$ cat src/pkg/srl_pkg.sv
// Constants and carrier types for the comparator latch and output mux
//
// Notes on behaviour
// - The two-bit configuration field steers both comparator pin paths.
// - After any reset the pins carry the raw comparator outputs.
// - A pin is driven only while its comparator output enable is set.
// - The output selection ignores whether the comparators are enabled.
// - Upper config bit 1 puts latch inverted Q on pin 2, else comp 2.
// - Lower config bit 0 puts latch Q on pin 1, else comp 1.
// - With set enable high, a high comparator 1 output sets the latch.
// - Control bits power up as 0 and the four lowest bits read as 0.
// - With set and reset both high the latch goes to reset.
// - With reset enable high, a high comparator 2 output resets it.
// - A software pulse bit fires one pulse and then clears itself.
package srl_pkg;
   localparam int ADDR_W = 8;
   localparam int DATA_W = 32;
   localparam int CTRL_W = 8;
   localparam logic [ADDR_W-1:0] ADDR_CTRL = 8'h00;
   localparam logic [ADDR_W-1:0] ADDR_STAT = 8'h04;
   localparam int BIT_CFG_LO = 6;
   localparam int BIT_SET_EN = 5;
   localparam int BIT_RST_EN = 4;
   localparam int BIT_SOFT_SET = 3;
   localparam int BIT_SOFT_RST = 2;
   localparam int STAT_Q = 0;
   localparam int STAT_CMP1 = 1;
   localparam int STAT_CMP2 = 2;
   localparam int CMP1 = 0;
   localparam int CMP2 = 1;
   localparam int NCMP = 2;
   localparam logic [DATA_W-1:0] DATA_ZERO = 32'h0000_0000;
   localparam logic [1:0] PINS_OFF = 2'h0;

   // Output mux modes, low bit steers pin 1, high bit pin 2
   typedef enum logic [1:0] {
      CFG_RAW = 2'h0,
      CFG_Q_C2 = 2'h1,
      CFG_C1_QN = 2'h2,
      CFG_Q_QN = 2'h3
   } srl_cfg_t;

   // One-hot latch state
   typedef enum logic [1:0] {
      LATCH_CLR = 2'b01,
      LATCH_SET = 2'b10
   } srl_latch_t;

   typedef struct packed {
      srl_cfg_t cfg;
      logic setEn;
      logic rstEn;
   } srl_ctrl_t;

   localparam srl_ctrl_t CTRL_RESET = '{cfg: CFG_RAW, setEn: 1'b0,
                                        rstEn: 1'b0};

   typedef struct packed {
      logic [ADDR_W-1:0] paddr;
      logic psel;
      logic penable;
      logic pwrite;
      logic [DATA_W-1:0] pwdata;
   } srl_apb_req_t;

   typedef struct packed {
      logic [DATA_W-1:0] prdata;
      logic pready;
      logic pslverr;
   } srl_apb_rsp_t;

   typedef struct packed {
      logic [NCMP-1:0] level;
      logic [NCMP-1:0] oe;
   } srl_pins_t;
endpackage

$ cat src/design/srl_top.sv
// Comparator set-reset latch with APB control and pin output muxes
`timescale 1ns/1ps
`default_nettype none
module srl_top (
   input wire logic ref_clk,
   input wire logic rstn,
   input wire srl_pkg::srl_apb_req_t apbReq,
   output srl_pkg::srl_apb_rsp_t apbRsp,
   input wire logic [srl_pkg::NCMP-1:0] cmpOutput,
   input wire logic [srl_pkg::NCMP-1:0] cmpPinOutputEnable,
   input wire logic [srl_pkg::NCMP-1:0] pinDirectionBits,
   output srl_pkg::srl_pins_t pins,
   output logic latchQ
);
   import srl_pkg::*;

   typedef struct packed {
      srl_ctrl_t ctrl;
      logic softSet;
      logic softRst;
      srl_latch_t latch;
      srl_pins_t pins;
      srl_apb_rsp_t rsp;
   } srl_state_t;

   srl_state_t st;
   srl_state_t next_st;
   logic [NCMP-1:0] cmpSync;
   logic [NCMP-1:0] muxSel;
   logic q;
   logic setIn;
   logic rstIn;
   logic access;
   logic done;
   logic hitCtrl;
   logic hitStat;
   logic [DATA_W-1:0] readValue;

   // Comparator levels come from another domain
   srl_sync u_sync (
      .ref_clk(ref_clk),
      .rstn(rstn),
      .async(cmpOutput),
      .synced(cmpSync)
   );

   // Pin path selection
   srl_outmux u_mux (
      .cfg(st.ctrl.cfg),
      .cmp(cmpSync),
      .q(q),
      .sel(muxSel)
   );

   // Latch inputs, pulses and gated comparators
   assign q = (st.latch == LATCH_SET);
   assign setIn = st.softSet | (st.ctrl.setEn & cmpSync[CMP1]);
   assign rstIn = st.softRst | (st.ctrl.rstEn & cmpSync[CMP2]);

   // Bus phase decode
   assign access = apbReq.psel & apbReq.penable;
   assign done = access & st.rsp.pready;
   assign hitCtrl = (apbReq.paddr == ADDR_CTRL);
   assign hitStat = (apbReq.paddr == ADDR_STAT);

   // Read data mux; low control bits always read zero
   always_comb begin
      readValue = DATA_ZERO;
      if (hitCtrl) begin
         readValue[BIT_CFG_LO+1:BIT_CFG_LO] = st.ctrl.cfg;
         readValue[BIT_SET_EN] = st.ctrl.setEn;
         readValue[BIT_RST_EN] = st.ctrl.rstEn;
      end else if (hitStat) begin
         readValue[STAT_Q] = q;
         readValue[STAT_CMP1] = cmpSync[CMP1];
         readValue[STAT_CMP2] = cmpSync[CMP2];
      end
   end

   // Next state of the whole block
   always_comb begin
      next_st = st;
      // One wait state, then the answer
      next_st.rsp.pready = access & ~st.rsp.pready;
      next_st.rsp.prdata = DATA_ZERO;
      next_st.rsp.pslverr = 1'b0;
      if (access & ~st.rsp.pready) begin
         next_st.rsp.prdata = apbReq.pwrite ? DATA_ZERO : readValue;
         next_st.rsp.pslverr = ~(hitCtrl | hitStat);
      end
      // Pulse bits clear one cycle after they fire
      next_st.softSet = 1'b0;
      next_st.softRst = 1'b0;
      if (done & apbReq.pwrite & hitCtrl) begin
         next_st.ctrl.cfg =
            srl_cfg_t'(apbReq.pwdata[BIT_CFG_LO+1:BIT_CFG_LO]);
         next_st.ctrl.setEn = apbReq.pwdata[BIT_SET_EN];
         next_st.ctrl.rstEn = apbReq.pwdata[BIT_RST_EN];
         next_st.softSet = apbReq.pwdata[BIT_SOFT_SET];
         next_st.softRst = apbReq.pwdata[BIT_SOFT_RST];
      end
      // Latch update, reset wins
      case (st.latch)
         LATCH_CLR: begin
            if (setIn & ~rstIn) begin
               next_st.latch = LATCH_SET;
            end
         end
         LATCH_SET: begin
            if (rstIn) begin
               next_st.latch = LATCH_CLR;
            end
         end
         default: begin
            next_st.latch = LATCH_CLR;
         end
      endcase
      // Pin levels and drivers
      next_st.pins.level = muxSel;
      next_st.pins.oe = cmpPinOutputEnable & ~pinDirectionBits;
   end

   // State register with synchronous reset
   always_ff @(posedge ref_clk) begin
      if (!rstn) begin
         st.ctrl <= CTRL_RESET;
         st.softSet <= 1'b0;
         st.softRst <= 1'b0;
         st.latch <= LATCH_CLR;
         st.pins.level <= PINS_OFF;
         st.pins.oe <= PINS_OFF;
         st.rsp <= '0;
      end else begin
         st <= next_st;
      end
   end

   // Bus and pin outputs straight from flops, latchQ decoded from the latch state
   assign apbRsp = st.rsp;
   assign pins = st.pins;
   assign latchQ = q;
endmodule
`default_nettype wire

$ cat src/design/srl_sync.sv
// Two-stage synchroniser for the asynchronous comparator outputs
`timescale 1ns/1ps
`default_nettype none
module srl_sync (
   input wire logic ref_clk,
   input wire logic rstn,
   input wire logic [srl_pkg::NCMP-1:0] async,
   output logic [srl_pkg::NCMP-1:0] synced
);
   import srl_pkg::*;

   typedef struct packed {
      logic [NCMP-1:0] stage1;
      logic [NCMP-1:0] stage2;
   } srl_sync_st_t;

   srl_sync_st_t st;
   srl_sync_st_t next_st;

   // First stage feeds only the second
   always_comb begin
      next_st.stage1 = async;
      next_st.stage2 = st.stage1;
   end

   // Registered stages, cleared in reset
   always_ff @(posedge ref_clk) begin
      if (!rstn) begin
         st <= '0;
      end else begin
         st <= next_st;
      end
   end

   assign synced = st.stage2;
endmodule
`default_nettype wire

$ cat src/design/srl_outmux.sv
// Output multiplexer choosing comparator or latch levels per pin
`timescale 1ns/1ps
`default_nettype none
module srl_outmux (
   input wire srl_pkg::srl_cfg_t cfg,
   input wire logic [srl_pkg::NCMP-1:0] cmp,
   input wire logic q,
   output logic [srl_pkg::NCMP-1:0] sel
);
   import srl_pkg::*;

   // Mode decode; comparator enables are not looked at
   always_comb begin
      sel = cmp;
      case (cfg)
         CFG_RAW: begin
            sel = cmp;
         end
         CFG_Q_C2: begin
            sel[CMP1] = q;
            sel[CMP2] = cmp[CMP2];
         end
         CFG_C1_QN: begin
            sel[CMP1] = cmp[CMP1];
            sel[CMP2] = ~q;
         end
         CFG_Q_QN: begin
            sel[CMP1] = q;
            sel[CMP2] = ~q;
         end
         default: begin
            sel = cmp;
         end
      endcase
   end
endmodule
`default_nettype wire

$ cat config.mk
export PLATFORM = sky130hd
export DESIGN_NAME = srl_top
export DESIGN_NICKNAME = d
export VERILOG_FILES = /design/src/pkg/srl_pkg.sv /design/src/design/srl_top.sv /design/src/design/srl_sync.sv /design/src/design/srl_outmux.sv
export SDC_FILE = /design/constraint.sdc
export NUM_CORES = 1
export LEC_CHECK = 0
export BUFFER_PORTS_ARGS = -buffer_cell sky130_fd_sc_hd__buf_2
export CORE_MARGIN = 3
export CORE_UTILIZATION = 41
export CTS_CLUSTER_DIAMETER = 60
export DETAILED_ROUTE_END_ITERATION = 6
export GPL_TIMING_DRIVEN = 0
export PLACE_DENSITY = 0.83
export SYNTH_ARGS = -nofsm -noshare
export SYNTH_HDL_FRONTEND = slang
export SYNTH_SLANG_ARGS = --single-unit
$ cat constraint.sdc
create_clock -name ref_clk -period 1.83 [get_ports ref_clk]
set_input_delay 0.2745 -clock ref_clk [delete_from_list [all_inputs] [get_ports ref_clk]]
set_output_delay 0.2745 -clock ref_clk [all_outputs]
set_load 0.05 [all_outputs]
==> implementation parameters <==
Parameter                              Value

Routing
  First DRT Iteration DRCs ... 3
  DRC violation count after routing ... 0
  WL per Instance ... 9.164 um
  Vias per std cell ... 4.000
  Detailed-route wire length ... 1952 um
  Number of search-and-repair iterations in the first detailed-routing pass ... 4
  Total via count after detailed routing ... around 850
  Remaining antenna violation count after routing ... 0

Placement
  Final GP Congestion ... 0.7281
  I/O Buffers ... 38
  HPWL after DPL ... 1636 um
  Worst slack, placed ... 447.3 ps

Global routing
  Pin count of the biggest net entering global routing ... 16
  Number of antenna violations at the first check in global routing ... 0
  Wire length of the first global-routing pass ... between 3000 and 4000 um
  Met1 track demand over resource ... 13.67%
  Top Usage Layer GRT ... met2
  Global route total overflow ... 0
  GRT Util Overall ... between 10% and 20%
  Met3 usage ... under 10%
  M2 GR Usage ... 19.94%
  Vias in the first global route ... 772

Worst setup path
  Startpoint type of the worst setup path ... flip-flop
  Maximum fanout encountered on the critical timing path ... 4
  Reg-to-reg critical path startpoint ... apbRsp[1]$_SDFF_PN0_
  Data required time of the critical path ... ~1600 ps
  CP peak stage delay ... 330 ps
  Cells traversed along the worst timing path ... nand2b_1 > inv_1 > buf_2
  Library cell contributing the largest single delay on the critical path ... dfxtp_1
  Element type at the critical path end ... output port
  Crit Path Class ... flip-flop to output port
  Gate family responsible for the most delay along the worst path ... buffers and inverters
  Critical path origin ... st[38]$_SDFFE_PN1P_
  Critical path buffers and inverters ... 2
  CP Data Arrival Time ... 1170 ps

Logic synthesis
  Combined area of all synthesized cells ... approximately 0.0011 mm^2
  Unique cell type count in the Yosys netlist ... 22
  Synthesis warning total ... 0
  Post-synth top area cell ... dfxtp_1
  Adder-cell area share of the yosys netlist ... 0%
  Cell count after synthesis ... 117
  Seq cells post-synth ... 25
  Compound-cell area share of the yosys netlist ... roughly 2.4%
  Synthesized-area fraction occupied by xor and xnor cells ... 0%
  Post-synthesis share of cell area spent on and, or, nand and nor gates ... a little over a fifth
  Proportion of synthesized area in mux cells ... under 10%
  Share of the synthesized area in the top cell type ... 44.15%
  Part of the Yosys area used for sequential elements ... about 44%
  Mean cell area of the mapped netlist ... a little under 10 um^2
  Cell types with the largest area share after synthesis ... dfxtp_1 (44%), buf_4 (26%), mux2i_1 (4.4%)
  Dominant combinational cell family by area after synthesis ... buffers and inverters

Finish
  Number of fill cells ... 237
  Net count, final ... between 200 and 250
  Share of layout cells above drive strength 1 ... 44.81%
  Ant. Diodes ... 0
  Share of the core filled with cells ... between 50% and 60%
  Area growth syn-to-layout ... 30.68%

Power
  Switching part of the total power ... a little under a third
  Pint ... roughly 710 uW
  Net Switching ... roughly 330 uW
  Part of the total power dissipated in sequential elements ... between 50% and 60%
  Power density over cell area ... 698.4 mW/mm^2
  Maximum vdd drop ... 492.2 uV
  Leakage ... roughly 0.81 nW
  Proportion of power drawn by combinational gates ... 22.5%
  Relative contribution of the clock network to total power ... 23.8%

Floorplanning
  Initial Util ... 44.54%
  Die footprint ... between 0.003 and 0.004 mm^2
  Count of standard-cell rows ... 18
  Num ports ... 90
  Die H ... 58.58 um
  Width of the die ... between 50 and 60 um
  Core box area ... 0.002545 mm^2

Worst hold path
  Class of the most critical hold timing path ... input port to flip-flop
  Startpoint of the lowest-slack hold path ... pinDirectionBits[0]

Clock tree
  Worst-case clock buffer depth ... 2
  Cts bufs inserted ... 3
  Post_cts resized ... 0
  Post-CTS setup buffer count ... 0
  TritonCTS clock tree ... built
  Skew-Pair Late Insertion Delay ... 310 ps
  Number of sinks on the clock net ... 25
  Root Buffer Master ... clkbuf_4
  Maximum level of the CTS H-tree ... 1
  CTS Hold Buffers Added ... 0
  Clock input transition at the sequential cells of the worst setup and hold paths ... 140 ps

STA
  Fin worst setup slack ... ~380 ps
  Count of final setup violators ... 0
  Final Slew Violations ... 0
  Highest Clock Rate ... slightly below 700 MHz
  Fin crit share ... 79.08%
  Final hold viol count ... 0
  Setup_tns ... 0 ps
  Worst clock skew ... 7.257 ps
  Clock period minus worst slack ... 1447 ps
  RSZ-0062 raised after global routing ... false

Outcome
  Outcome ... finished clean

Flow run
  Max cap viols ... 0
sequential cells by signal, indices dropped and copies added (netlist names):
signal	flops
apbRsp	9
u_sync.next_st	2
u_sync.synced	2
pins	4
st	8
per-stage QoR:
step,hold slack [ps],power [mW],std cells,cell area [um^2]
2_1_floorplan,346.5,0.7615,141,1224
3_3_place_gp,416.0,0.7974,209,1451
3_5_place_dp,418.4,0.7988,209,1451
4_1_cts,87.31,1.038,213,1481
5_1_grt,65.57,1.086,213,1481
6_report,88.99,1.035,213,1481
cell usage after synthesis, drive strengths merged:
cell,count
nand2,11
nor4,1
a21boi,1
conb,1
nand2b,2
inv,4
and4,2
nor3b,4
and2,5
clkbuf,2
a21oi,1
dfxtp,25
buf,39
o21ai,1
and3b,1
nand4b,2
mux2i,5
o211a,1
nor2,1
and4b,2
and3,2
nor3,4
cells in the final DEF, fill, tap and decap left out, types with 3 or more instances in the layout:
cell	instances
clkbuf_4	3
mux2i_1	5
nand2_1	11
buf_2	38
dfxtp_1	25
conb_1	25
inv_1	4
buf_4	39
and2_1	5
nor3_1	4
nor3b_1	4
power groups by stage:
stage,combinational (mW),clock (mW),sequential (mW)
3_3_place_gp,0.229,0,0.568
2_1_floorplan,0.194,0,0.567
3_5_place_dp,0.231,0,0.568
6_report,0.233,0.246,0.556
4_1_cts,0.231,0.250,0.556
5_1_grt,0.246,0.282,0.558
per-layer routing:
| metal | up-vias | wire [um] |
|---|---|---|
| li1 | 451 | - |
| met1 | 359 | 795 |
| met4 | 0 | 0 |
| met3 | 0 | 248 |
| met2 | 42 | 909 |
| met5 | - | 0 |
area by class of cell:
cell class / count / area (um^2) / share of cell area (%)
buffer: 41 / 300.3 / 20.27
clock buffer: 3 / 22.52 / 1.520
clock inverter: 1 / 7.507 / 0.5068
inverter: 4 / 15.01 / 1.014
multi-input combinational: 71 / 407.9 / 27.53
sequential: 25 / 500.5 / 33.78
tap: 30 / 37.54 / 2.534
timing repair buffer: 38 / 190.2 / 12.84
logic make-up (layout without fill, tap and decap cells):
logic type / after synthesis / after routing
compound gates: 4 / 4
mux: 5 / 5
buf+inv: 45 / 87
simple gates: 37 / 37
flops: 25 / 25
other cells: 1 / 25
path summary, 6_finish.rpt:
| check | cells past startpoint | slack, ps | to |
|---|---|---|---|
| worst min register to register | 1 | 450 | u_sync.synced[0]$_SDFF_PN0_ |
| worst min-delay path | 2 | 90 | pins[0]$_SDFF_PN0_ |
| worst max register to register | 3 | 590 | apbRsp[8]$_SDFF_PP0_ |
| worst max-delay path | 3 | 380 | latchQ |
No activity file was read; power rests on OpenSTA's default activity.
